## src/rtl/vpr_map.svh

```systemverilog
`ifndef VPR_MAP_SVH
`define VPR_MAP_SVH

// ****************************************
// Parameter numbers
// ****************************************
`define VPR_OFS_SYM 16'h0602
`define VPR_OFS_VMAX 16'h0612
`define VPR_OFS_ACC 16'h0614
`define VPR_OFS_DEC 16'h0616
`define VPR_OFS_JERK 16'h061A
`define VPR_OFS_PEN 16'h0656

// ****************************************
// Reset values and limits
// ****************************************
`define VPR_RST_VMAX 32'h0000_3390
`define VPR_RST_ACC 32'h0000_0258
`define VPR_RST_DEC 32'h0000_0258
`define VPR_RST_JERK 16'h0000
`define VPR_RST_PEN 16'h0001
`define VPR_MAX_U31 32'h7FFF_FFFF
`define VPR_DEC_MIN_FAST 32'h0000_0001
`define VPR_DEC_MIN_SLOW 32'h0000_0078
`define VPR_SYM_FACTOR 32'h0000_000A
`define VPR_SYM_SAT 16'hFFFF
`define VPR_JERK_MAX 16'h0080

// ****************************************
// Timing
// ****************************************
`define VPR_CLK_NS 4
`define VPR_UPD_NS 1000
`define VPR_UPD_CYC ((`VPR_UPD_NS + `VPR_CLK_NS - 1) / `VPR_CLK_NS)

`endif

```

## src/rtl/vpr_pkg.sv

```systemverilog
package vpr_pkg;

    typedef enum logic [2:0] {
        VPR_GEAR_VEL = 3'b000,
        VPR_PROF_VEL = 3'b001,
        VPR_SEQ_VEL = 3'b010,
        VPR_JOG = 3'b011,
        VPR_PROF_POS = 3'b100,
        VPR_HOMING = 3'b101,
        VPR_SEQ_MOVE = 3'b110,
        VPR_OTHER = 3'b111
    } vpr_mode_type;

    typedef struct packed {
        logic rd;
        logic wr;
        logic [15:0] addr;
        logic [31:0] wdata;
    } vpr_req_type;

    typedef struct packed {
        logic ack;
        logic err;
        logic [31:0] rdata;
    } vpr_rsp_type;

    typedef struct packed {
        logic [31:0] acc;
        logic [31:0] dec;
        logic [31:0] vmax;
        logic [15:0] jerk;
    } vpr_set_type;

endpackage

```

## src/rtl/vpr_alias_read.sv

```systemverilog
`timescale 1ns/1ps
`default_nettype none
`include "vpr_map.svh"

module vpr_alias_read
(
    input wire logic [31:0] acc, // Stored acceleration
    input wire logic [31:0] dec, // Stored deceleration
    output logic [15:0] value // Scaled, saturated alias value
);
    wire logic [31:0] larger = (acc > dec) ? acc : dec;
    wire logic [31:0] scaled = larger / `VPR_SYM_FACTOR;

    // Anything above 16 bits pins at the ceiling
    assign value = (scaled[31:16] != 16'h0000) ? `VPR_SYM_SAT : scaled[15:0];

endmodule // vpr_alias_read
`default_nettype wire

```

## src/rtl/vpr_params.sv

```systemverilog
`timescale 1ns/1ps
`default_nettype none
`include "vpr_map.svh"

// Notes on behaviour
// - Acceleration write of zero is ignored; valid from 1, default 600.
// - Deceleration minimum is 1 in velocity modes, 120 otherwise; zero ignored.
// - New acceleration and deceleration take effect at the next motion start.
// - Profile enable 0 bypasses the velocity profile, 1 activates it; default 1.
// - Profile enable changes only with power stage off, effective at once.
// - Jerk setting 0 is off; 1 to 128 powers of two give milliseconds.
// - Jerk setting changes only while mode is finished; applies at next start.
// - Reference speed is clamped to the maximum velocity, default 13200.
// - Maximum velocity changes only with power stage off; applies at next start.
// - Alias write stores value times ten in both ramps, checked against limits.
// - Alias read returns the larger of both ramps divided by ten.
// - Alias read saturates at 65535 when it exceeds 16 bits.

module vpr_params
    import vpr_pkg::*;
#(
    parameter int UPD_CYC = `VPR_UPD_CYC
)
(
    input wire logic clk, // Drive clock, 250 MHz
    input wire logic rst_b, // Synchronous reset, active low
    input wire vpr_req_type par_req, // Parameter read or write request
    output vpr_rsp_type par_rsp, // Registered answer
    input wire logic power_en, // Power stage enabled
    input wire logic mode_end, // Operating mode finished
    input wire vpr_mode_type op_mode, // Current operating mode
    input wire logic motion_start, // Pulse at start of a motion
    input wire logic signed [31:0] target_vel, // Requested reference speed
    output logic signed [31:0] vel_ref, // Velocity reference to power stage
    output logic profile_active, // Velocity profile in use
    output logic [15:0] jerk_ms // Active jerk filter time, 0 is off
);
    // ****************************************
    // Stored and active settings
    // ****************************************
    vpr_set_type set_q;
    vpr_set_type act_q;
    logic [15:0] pen_q;
    vpr_rsp_type rsp_q;

    // ****************************************
    // Request decode
    // ****************************************
    wire logic wr = par_req.wr;
    wire logic rd = par_req.rd & ~par_req.wr;
    wire logic [31:0] wd = par_req.wdata;
    wire logic hit_sym = (par_req.addr == `VPR_OFS_SYM);
    wire logic hit_vmax = (par_req.addr == `VPR_OFS_VMAX);
    wire logic hit_acc = (par_req.addr == `VPR_OFS_ACC);
    wire logic hit_dec = (par_req.addr == `VPR_OFS_DEC);
    wire logic hit_jerk = (par_req.addr == `VPR_OFS_JERK);
    wire logic hit_pen = (par_req.addr == `VPR_OFS_PEN);
    wire logic hit_any = hit_sym | hit_vmax | hit_acc | hit_dec | hit_jerk | hit_pen;

    // Position-style modes need a higher floor on braking
    wire logic slow_mode = !(op_mode == VPR_GEAR_VEL || op_mode == VPR_PROF_VEL
        || op_mode == VPR_SEQ_VEL);
    wire logic [31:0] dec_min = slow_mode ? `VPR_DEC_MIN_SLOW : `VPR_DEC_MIN_FAST;

    wire logic [31:0] sym_x10 = {16'h0000, wd[15:0]} * `VPR_SYM_FACTOR;
    wire logic wd_zero = (wd == 32'h0000_0000);
    wire logic sym_zero = (wd[15:0] == 16'h0000);
    wire logic acc_ok = (wd <= `VPR_MAX_U31);
    wire logic dec_ok = (wd <= `VPR_MAX_U31) && (wd >= dec_min);
    wire logic sym_ok = (sym_x10 >= dec_min);
    wire logic vmax_ok = (wd <= `VPR_MAX_U31) && !power_en;
    wire logic jerk_val = (wd[31:8] == 24'h00_0000) && ((wd[7:0] & (wd[7:0] - 8'h01)) == 8'h00);
    wire logic jerk_ok = jerk_val && mode_end;
    wire logic pen_ok = (wd[31:1] == 31'h0000_0000) && !power_en;

    // Zero writes to acceleration, deceleration, velocity limit and alias are dropped silently, other refusals raise err
    wire logic wr_acc = wr && hit_acc && !wd_zero && acc_ok;
    wire logic wr_dec = wr && hit_dec && !wd_zero && dec_ok;
    wire logic wr_sym = wr && hit_sym && !sym_zero && sym_ok;
    wire logic wr_vmax = wr && hit_vmax && !wd_zero && vmax_ok;
    wire logic wr_jerk = wr && hit_jerk && jerk_ok;
    wire logic wr_pen = wr && hit_pen && pen_ok;

    wire logic wr_bad = wr && (!hit_any
        || (hit_acc && !wd_zero && !acc_ok)
        || (hit_dec && !wd_zero && !dec_ok)
        || (hit_sym && !sym_zero && !sym_ok)
        || (hit_vmax && !wd_zero && !vmax_ok)
        || (hit_jerk && !jerk_ok)
        || (hit_pen && !pen_ok));

    // ****************************************
    // Read path
    // ****************************************
    logic [15:0] sym_rd;

    vpr_alias_read u_alias
    (
        .acc(set_q.acc),
        .dec(set_q.dec),
        .value(sym_rd)
    );

    wire logic [31:0] rd_data =
        hit_sym ? {16'h0000, sym_rd} :
        hit_vmax ? set_q.vmax :
        hit_acc ? set_q.acc :
        hit_dec ? set_q.dec :
        hit_jerk ? {16'h0000, set_q.jerk} :
        hit_pen ? {16'h0000, pen_q} : 32'h0000_0000;

    // ****************************************
    // Next values
    // ****************************************
    vpr_set_type set_d;

    always_comb
    begin
        set_d = set_q;
        if (wr_acc)
            set_d.acc = wd;
        if (wr_dec)
            set_d.dec = wd;
        if (wr_sym)
        begin
            set_d.acc = sym_x10;
            set_d.dec = sym_x10;
        end
        if (wr_vmax)
            set_d.vmax = wd;
        if (wr_jerk)
            set_d.jerk = wd[15:0];
    end

    // ****************************************
    // Registers
    // ****************************************
    always_ff @(posedge clk)
    begin
        if (!rst_b)
        begin
            set_q <= '{acc: `VPR_RST_ACC, dec: `VPR_RST_DEC,
                vmax: `VPR_RST_VMAX, jerk: `VPR_RST_JERK};
            pen_q <= `VPR_RST_PEN;
            rsp_q <= '0;
        end
        else
        begin
            set_q <= set_d;
            if (wr_pen)
                pen_q <= wd[15:0];
            rsp_q.ack <= wr | rd;
            rsp_q.err <= wr_bad | (rd & !hit_any);
            rsp_q.rdata <= rd ? rd_data : 32'h0000_0000;
        end
    end

    // A motion in flight keeps the ramp it started with
    always_ff @(posedge clk)
    begin
        if (!rst_b)
            act_q <= '{acc: `VPR_RST_ACC, dec: `VPR_RST_DEC,
                vmax: `VPR_RST_VMAX, jerk: `VPR_RST_JERK};
        else if (motion_start)
            act_q <= set_q;
    end

    // ****************************************
    // Clamp and ramp
    // ****************************************
    wire logic signed [31:0] vlim = $signed(act_q.vmax);
    wire logic signed [31:0] tgt_c = (target_vel > vlim) ? vlim
        : (target_vel < -vlim) ? -vlim : target_vel;

    vpr_ramp_gen #(
        .UPD_CYC(UPD_CYC)
    ) u_ramp
    (
        .clk(clk),
        .rst_b(rst_b),
        .prof_en(pen_q[0]),
        .target(tgt_c),
        .acc(act_q.acc),
        .dec(act_q.dec),
        .vel_ref(vel_ref)
    );

    assign par_rsp = rsp_q;
    assign profile_active = pen_q[0];
    assign jerk_ms = act_q.jerk;
endmodule // vpr_params
`default_nettype wire

```

## src/rtl/vpr_ramp_gen.sv

```systemverilog
`timescale 1ns/1ps
`default_nettype none
`include "vpr_map.svh"

module vpr_ramp_gen
#(
    parameter int UPD_CYC = `VPR_UPD_CYC
)
(
    input wire logic clk, // Drive clock
    input wire logic rst_b, // Synchronous reset, active low
    input wire logic prof_en, // Profile active
    input wire logic signed [31:0] target, // Clamped target velocity
    input wire logic [31:0] acc, // Active acceleration step
    input wire logic [31:0] dec, // Active deceleration step
    output logic signed [31:0] vel_ref // Velocity reference
);
    logic [15:0] tick_q;
    logic signed [31:0] ref_q;

    wire logic tick = (tick_q == 16'(UPD_CYC - 1));
    wire logic signed [32:0] diff = 33'(target) - 33'(ref_q);
    wire logic up = (diff > 33'sd0);
    // Away from zero is acceleration, toward zero is braking
    wire logic speeding = up ? (ref_q >= 32'sd0) : (ref_q <= 32'sd0);
    wire logic [32:0] step = {1'b0, (speeding ? acc : dec)};
    wire logic [32:0] mag = up ? 33'(diff) : 33'(-diff);
    wire logic signed [31:0] ref_d = (!prof_en || mag <= step) ? target
        : (up ? ref_q + 32'(step) : ref_q - 32'(step));

    always_ff @(posedge clk)
    begin
        if (!rst_b)
        begin
            tick_q <= 16'h0000;
            ref_q <= 32'sh0000_0000;
        end
        else
        begin
            tick_q <= tick ? 16'h0000 : tick_q + 16'h0001;
            if (tick || !prof_en)
                ref_q <= ref_d;
        end
    end

    assign vel_ref = ref_q;
endmodule // vpr_ramp_gen
`default_nettype wire

```

## config.mk

```make
export PLATFORM = sky130hd
export DESIGN_NAME = vpr_params
export DESIGN_NICKNAME = d
export VERILOG_FILES = /design/src/rtl/vpr_pkg.sv /design/src/rtl/vpr_alias_read.sv /design/src/rtl/vpr_params.sv /design/src/rtl/vpr_ramp_gen.sv
export VERILOG_INCLUDE_DIRS = /design/src /design/src/rtl
export SDC_FILE = /design/constraint.sdc
export NUM_CORES = 1
export LEC_CHECK = 0
export BUFFER_PORTS_ARGS = -buffer_cell sky130_fd_sc_hd__buf_2
export CORE_MARGIN = 2
export CORE_UTILIZATION = 30
export CTS_CLUSTER_DIAMETER = 200
export DETAILED_ROUTE_END_ITERATION = 12
export HOLD_SLACK_MARGIN = 0.08
export MAX_ROUTING_LAYER = met4
export PLACE_DENSITY = 0.47
export SLEW_MARGIN = 20
export SYNTH_ARGS = -nofsm -noshare
export SYNTH_HDL_FRONTEND = slang
export SYNTH_SLANG_ARGS = --single-unit
```

## constraint.sdc

```tcl
create_clock -name clk -period 34.7 [get_ports clk]
set_input_delay 3.47 -clock clk [delete_from_list [all_inputs] [get_ports clk]]
set_output_delay 3.47 -clock clk [all_outputs]
set_load 0.01 [all_outputs]
```

Word level (Yosys, flattened, before mapping):

Cells that the tools add are included.

* input bits: 90
* logic and storage cells: 143
* register bits: 322

* $lt $le $gt $ge: 10
* bitwise logic cells: 13
* div/mod/pow operators: 1
* multipliers: 1
* equal/unequal tests: 9
* reduce and logical (&&, ||, !) cells: 66
* muxes and demuxes: 19
* $add $sub $neg: 7

Operator list (count)
* 32-bit two-way mux: 10
* 16-bit by 11-bit == test with 1-bit output, second input constant: 6
* 32-bit greater-than comparator: 2
* 16-bit two-way mux: 4
* 52-bit two-way mux: 1
* 33-bit by 1-bit greater-than comparator with 1-bit output, second input constant: 1
* 33-bit by 32-bit <= comparator with 1-bit output: 1
* 33-bit two-way mux: 1
* 33-bit negation: 1
* 32-bit by 32-bit subtractor with 33-bit output: 1
* 32-bit adder: 1
* 32-bit by 4-bit divider with 32-bit output, second input constant: 1
* 32-bit by 1-bit greater-or-equal comparator with 1-bit output, second input constant: 1
* 32-bit by 7-bit greater-or-equal comparator with 1-bit output: 1
* 32-bit by 1-bit <= comparator with 1-bit output, second input constant: 1
* 32-bit by 31-bit <= comparator with 1-bit output, second input constant: 1
* 1-bit logical AND: 32
* 32-bit zero test: 1
* 32-bit less-than comparator: 1
* 32-bit negation: 1
* 32-bit subtractor: 1
* 31-bit zero test: 1
* 24-bit zero test: 1
* 20-bit by 7-bit greater-or-equal comparator with 1-bit output: 1
* other kinds (23): 53

Depth between registers and ports, before layout:

Gate-level depths: netlist of run 1.

* depth in word-level cells: 15
* depth in mapped cells: 116
* depth with buffers taken out: 110

By module:

Synthesis of run 1 repeated with hierarchy kept, for this count alone.

* cell total of the unflattened synthesis: 3783
* area total of the unflattened synthesis: 30375.4 sq um

Modules (own cells, without submodules)
* vpr_params: area an instance 14625.3 sq um, instances 1, cells each 1608
* vpr_ramp_gen: area an instance 8398.1 sq um, instances 1, cells each 1129
* vpr_alias_read: area an instance 7352.1 sq um, instances 1, cells each 1046

Worst setup path after synthesis of run 1:

Ideal clock, no wire load.

* path type: input -> register
* start point: in target_vel[1]
* end point: reg u_ramp.ref_q[31] (netlist: u_ramp.vel_ref[31])
* buffers on the path: 6
* arrival: 20.849 ns
* path slack: 13.735 ns
* data required time: 34.584 ns
* stages on the path: 103
* library setup time: 0.116 ns
* cells stage by stage: ha_1 -> nor2b_1 -> o21ai_0 -> nand2b_1 -> a21oi_1 -> nor2b_1 -> o21ai_0 -> nand2b_1 -> a21oi_1 -> nor2b_1 -> o21ai_0 -> nand2b_1 -> a21oi_1 -> nor2b_1 -> o21ai_0 -> nand2b_1 -> a21oi_1 -> nor2b_1 -> (+67 left out) -> nand2_1 -> a21o_1 -> a21o_1 -> a21o_1 -> a21o_1 -> a21o_1 -> a21o_1 -> a21o_1 -> a21o_1 -> a21o_1 -> a21o_1 -> a21o_1 -> a21oi_1 -> xnor2_1 -> xnor2_1 -> xnor2_1 -> o211ai_1 -> o211a_1

* longest elaborated chain between the ends: 10
* elaborated cells between the ends (all ways): 16

Ends and longest elaborated chain
* start: declaration: RTL line vpr_params.sv:33 `input wire logic signed [31:0] target_vel,`
* 32-bit less-than comparator: RTL line vpr_params.sv:173 `: (target_vel < -vlim) ? -vlim : target_vel;`
* 32-bit two-way mux: RTL line vpr_params.sv:173
* 32-bit two-way mux *: RTL line vpr_params.sv:172 `wire logic signed [31:0] tgt_c = (target_vel > vlim) ? vlim`
* 32-bit by 32-bit subtractor with 33-bit output: RTL line vpr_ramp_gen.sv:22 `wire logic signed [32:0] diff = 33'(target) - 33'(ref_q);`
* 33-bit by 1-bit greater-than comparator with 1-bit output: RTL line vpr_ramp_gen.sv:23 `wire logic up = (diff > 33'sd0);`
* 1-bit two-way mux: RTL line vpr_ramp_gen.sv:25 `wire logic speeding = up ? (ref_q >= 32'sd0) : (ref_q <= 32'sd0);`
* 32-bit two-way mux: RTL line vpr_ramp_gen.sv:26 `wire logic [32:0] step = {1'b0, (speeding ? acc : dec)};`
* 32-bit subtractor, or another cell as far along: RTL line vpr_ramp_gen.sv:29 `: (up ? ref_q + 32'(step) : ref_q - 32'(step));`
* 32-bit two-way mux / 1-bit logical OR (equally long branches): RTL line vpr_ramp_gen.sv:29, vpr_ramp_gen.sv:28
* 32-bit two-way mux *: RTL line vpr_ramp_gen.sv:28 `wire logic signed [31:0] ref_d = (!prof_en || mag <= step) ? target`
* end signal: assignment: RTL line vpr_ramp_gen.sv:42 `ref_q <= ref_d;`
* end: declaration: RTL line vpr_ramp_gen.sv:19 `logic signed [31:0] ref_q;`

Every way passes the cells marked *; elsewhere a longest branch is shown, timed or not.
A chain may end at the register's enable or synchronous reset.

Worst setup path after layout of run 1:

Same ends and word-level chain as after synthesis.

==> flow_summary.toml, run 1 <==
[logic_synthesis]
ys_types = 123
yosys.area.top_type_share = 0.224
synth_ff_type = "dfxtp_1"
synth_fp_nets = 3992
netlist_area_mm2 = 0.0287
synth-async-reset-ratio = 0
yosysSeqAreaShare = 0.224
post-synth-top-count-cell = "nand2_1"
synth_fa_ha_area_frac = 0.107
synth_top_family_by_area = "compound AO/OA/AOI/OAI gates"
synth_edf_count = 0
synth.largest_area_cell = "dfxtp_1"
yosys-mux-area-fraction = 0.100
synth.area.top_cells = "dfxtp_1, ha_1, mux2i_1"
postSynthCellCount = 3663
synthXorXnorAreaFrac = 0.0527
avgSynthCellArea_um2 = 7.84
yosysWarnings = 0
synth_common_cells = "nand2_1, dfxtp_1, a21oi_1"
synth-seq-cells = 322
synth_compound_area_frac = 0.230
yosys.area_share.simple = 0.226

[drt]
drtPass1Iterations = 9
via_count = 26900
wl_per_cell_um = 20.5
drtIter0Drc = 2045
drc_errors = 0
wl_mm = 103
viasPerCell = 5.37
drtAntennaViolNets = 0

[clock_tree]
tritoncts = "yes"
path_clk_slew_ns = 0.06
cts_resized = 0
ctsHoldBuffers = 0
cts_root_buf = "clkbuf_16"
cts_buffers = 43
cts_setup_buffers = 0
clk_path_buf_depth = 3
htree_num_levels = 2
clock-sinks = 322
clock_latency_ns = 0.60

[timing]
min_period_over_period = 0.620
worst_slew_pin_slew_ns = 1.04
setup-tns-final_ns = 0
setup_viol = 0
slew_headroom = 0.306
hold_violations = 0
rsz0062_at_grt = "false"
holdWs_ns = 0.476
max_clock_freq_ghz = 0.0465
post-route-min-period_ns = 21.51
finalMaxSlewViolations = 0
fin_skew_ns = 0.0243

[global_route]
grt_pass1_vias = 25400
grt_max_degree = 114
grt_pass1_wl_mm = 157
antenna_found_initial = 17
grtUsageTotal = 0.210
grt_overflow = 0

[layout]
nFillCells = 10100
drive_gt1_frac = 0.114
syn_to_final_growth_pct = 11.8
multi_input_area_mm2 = 0.0207
seqCellArea_mm2 = 0.00645
fin_nets = 4032

[worst_hold_path]
hold_path_depth = 2
hold_class = "reg -> reg"

[place]
place_hpwl_mm = 78.4
port_buffers = 172
routabilityCongestion = 0.891

[setup_path]
slowest_stage = "buf_4"
path_class = "in -> reg"
endpoint_kind = "flop"
path_common_cell = "o21ai_0"
critPathMaxFanout = 56
crit_family = "compound AO/OA/AOI/OAI gates"
cp.required_ns = 35.18
max_stage_delay_ns = 0.58
worst-path-stages = 108
cp.buffers_inverters = 4
worstSetupStartpointType = "input pin"
r2r_cells = 95
cp.arrival_ns = 21.99

[floorplan]
die-area_mm2 = 0.0982
die_w_um = 313
core-area_mm2 = 0.0949
initial_core_util = 0.303
num_io_pins = 173
die_y_um = 313
rows = 113

[power_and_ir_drop]
power_density_mw_per_mm2 = 34.0
p_leak_nw = 13.7
ir_drop_mv = 0.0318

[run]
max-cap-violations = 0

[status]
status = "finished clean"
[kinds of logic after synthesis]
group / Yosys count
buffers and inverters: 406
AOI/OAI and AO/OA: 964
adders and majority gates: 246
xor gates and xnor gates: 172
DFF: 322
and+or+nand+nor: 1273
muxes: 280
[layout make-up]
| class | instances | area share |
|---|---|---|
| inverters | 182 | 0.0213 |
| diodes | 10 | 0.000779 |
| well taps | 1265 | 0.0493 |
| clock inverters | 20 | 0.00740 |
| multi-input cells | 2935 | 0.644 |
| repair buffers | 219 | 0.0388 |
| flip-flops and latches | 322 | 0.201 |
| clock buffers | 57 | 0.0380 |
[metal layers]
| layer | global-route usage | part of all wire | up-vias |
|---|---|---|---|
| li1 | - | - | 13400 |
| met1 | 0.287 | 0.48 | 12800 |
| met2 | 0.327 | 0.45 | 632 |
| met3 | 0.0242 | 0.044 | 113 |
| met4 | 0.0534 | 0.024 | 0 |
| met5 | - | 0 | - |
[tightest hold or removal path: cells and delay by family, from the launching register on]
kind	cells	cell delay [ns]
flops	1	0.33
mux	1	0.06
simple gates	1	0.06
[state kept, by name, indices dropped and copies added, names as in the netlist]
signal / flops
act_q: 64
jerk_ms: 16
par_rsp: 34
pen_q: 16
set_q: 112
u_ramp.tick_q: 16
u_ramp.vel_ref: 32
vlim: 32
[layout by cell type, fill, tap and decap left out, drive strengths merged, types with 19 or more instances in the layout]
cell,count
or3,45
nor2b,167
xnor2,119
a21o,33
inv,183
mux2,57
nand2b,64
nand2,354
a21oi,253
xor2,53
buf,219
mux2i,223
dfxtp,322
nor3b,19
clkbuf,57
a31oi,34
nor2,248
and3,48
o211ai,54
nor4,39
o21a,28
nand4,45
a22oi,30
nor3,72
o21ai,211
ha,236
o211a,44
a21boi,52
nand3,90
a221oi,20
[worst paths after layout]
check | startpoint | end | slack [ns]
max | target_vel[1] | u_ramp.vel_ref[31]$_SDFFE_PN0P_ | 13.19
min reg2reg | act_q[89]$_SDFFE_PN1P_ | act_q[89]$_SDFFE_PN1P_ | 0.48
max reg2reg | vlim[2]$_SDFFE_PN0P_ | u_ramp.vel_ref[31]$_SDFFE_PN0P_ | 13.57
min | act_q[89]$_SDFFE_PN1P_ | act_q[89]$_SDFFE_PN1P_ | 0.48
[power by group]
group	switching, mW	internal [mW]
clock network	0.190	0.278
logic	0.156	0.0956
registers	0.000952	0.371
total	0.347	0.744
[metrics by stage]
stage	util	worst slack (ns)	std cells	cell area (um2)	power, mW
after floorplan	-	13.73	3663	28700	0.560
after global placement	0.322	12.77	4922	30600	0.629
after detailed placement	0.322	12.63	4922	30600	0.629
after CTS	0.338	13.20	4999	32000	1.10
after global routing	0.338	10.58	5008	32100	1.15
final	0.338	13.19	5010	32100	1.09
Power figures use the tool's default switching activity.
==> run 2, diff against run 1 <==
--- a/config.mk
+++ b/config.mk
@@ -13,7 +13,7 @@
 export DETAILED_ROUTE_END_ITERATION = 12
 export HOLD_SLACK_MARGIN = 0.08
 export MAX_ROUTING_LAYER = met4
-export PLACE_DENSITY = 0.47
+export PLACE_DENSITY = 0.49
 export SLEW_MARGIN = 20
 export SYNTH_ARGS = -nofsm -noshare
 export SYNTH_HDL_FRONTEND = slang
==> constraint.sdc (replaced) <==
create_clock -name clk -period 18.99 [get_ports clk]
set_input_delay 1.899 -clock clk [delete_from_list [all_inputs] [get_ports clk]]
set_output_delay 1.899 -clock clk [all_outputs]
set_load 0.01 [all_outputs]
==> run 2 against run 1 <==
  * First-iteration DRC count up 16%
  * Utilization increased by 1.2 points
  * Sequential cell count unchanged
  * Critical path depth shrank 21
  * Power is 93% higher
  * Via count is 2.6% higher
  * Wire length rose by 4.2%
  * Largest power group unchanged
  * Die area unchanged
  * Register-to-register slack lost 12 ns
  * Count of clock-buffer cells in the layout is 1 lower
==> flow_summary.toml, run 2 (synthesis gave the netlist of run 1 again) <==
[drt]
drtPass1Iterations = 7
drc_errors = 0
drtAntennaViolNets = 0
viasPerCell = 5.39
drtIter0Drc = 2365
wl_per_cell_um = 20.9
via_count = 27600
wl_mm = 107

[clock_tree]
htree_num_levels = 2
path_clk_slew_ns = 0.06
clock-sinks = 322
cts_setup_buffers = 0
ctsHoldBuffers = 0
clock_latency_ns = 0.61
cts_buffers = 44
tritoncts = "yes"
clk_path_buf_depth = 3
cts_root_buf = "clkbuf_16"

[timing]
finalMaxSlewViolations = 0
max_clock_freq_ghz = 0.0562
post-route-min-period_ns = 17.79
fin_skew_ns = 0.0331
hold_violations = 0
min_period_over_period = 0.937
setup-tns-final_ns = 0
worst_slew_pin_slew_ns = 1.15
slew_headroom = 0.230
worst_slack_ns = 1.20
setup_viol = 0
rsz0062_at_grt = "false"

[setup_path]
path_common_cell = "a21o_1"
critPathMaxFanout = 4
path_class = "reg -> reg"
cp.arrival_ns = 18.27
timing.rr.start = "vlim[1]$_SDFFE_PN0P_"
cp.required_ns = 19.48
critPathLaunch = "vlim[1]$_SDFFE_PN0P_"
endpoint_kind = "flop"
slowest_stage = "or4_4"
worstSetupStartpointType = "flop"
max_stage_delay_ns = 0.56

[layout]
fin_nets = 4145
drive_gt1_frac = 0.150
final_cell_mix = "nand2_1, dfxtp_1, a21oi_1"
syn_to_final_growth_pct = 15.7
largest_reg_flops = 112
regMostFlops = "set_q"
layout_commonest_cell = "nand2_1"
nFillCells = 10000

[floorplan]
num_io_pins = 173
die-area_mm2 = 0.0982
die_w_um = 313
initial_core_util = 0.303
rows = 113
core-area_mm2 = 0.0949
die_y_um = 313

[place]
routabilityCongestion = 0.940
place_hpwl_mm = 81.7
post-place-ws_ns = -0.205
port_buffers = 172

[global_route]
grt_pass1_vias = 25500
grtUsageTotal = 0.217
grt_max_degree = 97
grt_pass1_wl_mm = 160
grt_overflow = 0
antenna_found_initial = 3

[power_and_ir_drop]
power_density_mw_per_mm2 = 63.3
p_leak_nw = 14.3
ir_drop_mv = 0.0625

[run]
max-cap-violations = 0

[worst_hold_path]
hold_class = "reg -> reg"
worstHoldStart = "act_q[57]$_SDFFE_PN1P_"

[status]
status = "finished clean"
run 2: changes by cell type in the layout (fill, tap and decap cells not counted), moves of 4 or more:
| cell | delta |
|---|---|
| a21boi_1 | +13 |
| o21ai_0 | -33 |
| buf_4 | +111 |
| or3_1 | -9 |
| diode_2 | -7 |
| or3_4 | +11 |
| nor3_1 | -4 |
| o21ai_2 | +7 |
| a21oi_2 | +5 |
| a21boi_0 | -16 |
| o21ai_1 | +26 |
| a21oi_1 | -5 |
run 2: where the power goes:
part           switching (mW)  leakage, nW  total (mW)  internal, mW
Combinational           0.319         11.0       0.525         0.207
Clock                   0.349        0.756       0.901         0.553
Sequential            0.00149         2.60       0.679         0.677
run 2: critical path, delay by kind of cell (launching register included):
family,cells,cell delay (ns)
simple gates,31,8.36
compound gates,42,6.26
fa+ha+maj,4,1.09
mux,3,0.78
xor+xnor,4,0.58
flops,1,0.31
buf+inv,3,0.27
run 2: path summary, 6_finish.rpt:
kind,to,slack (ns),cells past startpoint
worst min-delay path,act_q[57]$_SDFFE_PN1P_,0.47,2
worst min register to register,act_q[57]$_SDFFE_PN1P_,0.47,2
worst max register to register,u_ramp.vel_ref[31]$_SDFFE_PN0P_,1.20,87
worst max-delay path,u_ramp.vel_ref[31]$_SDFFE_PN0P_,1.20,87
run 2: layout make-up:
class,count,area (um2),area share
multi-input combinational,2935,20900,0.628
sequential,322,6450,0.194
timing repair buffer,331,2070,0.0624
tap,1265,1580,0.0476
clock buffer,56,1230,0.0369
inverter,182,683,0.0206
clock inverter,22,335,0.0101
antenna,3,7.51,0.000226
run 2: timing repair:
item / 4_1_cts / 5_1_grt
pin swaps: 0 / 23
endpoints found under the setup margin: 3 / 13
resized for setup: 5 / 92
run 2: per-stage QoR:
step           instances   util  hold slack (ns)  area (um2)  total power [mW]
2_1_floorplan       3663      -            0.441       28700              1.02
4_1_cts             5113  0.348            0.474       33000              2.12
5_1_grt             5116  0.350            0.484       33200              2.21
3_5_place_dp        5035  0.331            0.459       31400              1.20
3_3_place_gp        5035  0.331            0.465       31400              1.20
6_report            5116  0.350            0.469       33200              2.11
run 2: routing by layer:
| metal | track usage | share of wire | up-vias |
|---|---|---|---|
| met5 | - | 0 | - |
| met4 | 0.0577 | 0.028 | 0 |
| met3 | 0.0373 | 0.063 | 138 |
| met2 | 0.331 | 0.44 | 792 |
| met1 | 0.293 | 0.47 | 13000 |
| li1 | - | - | 13600 |
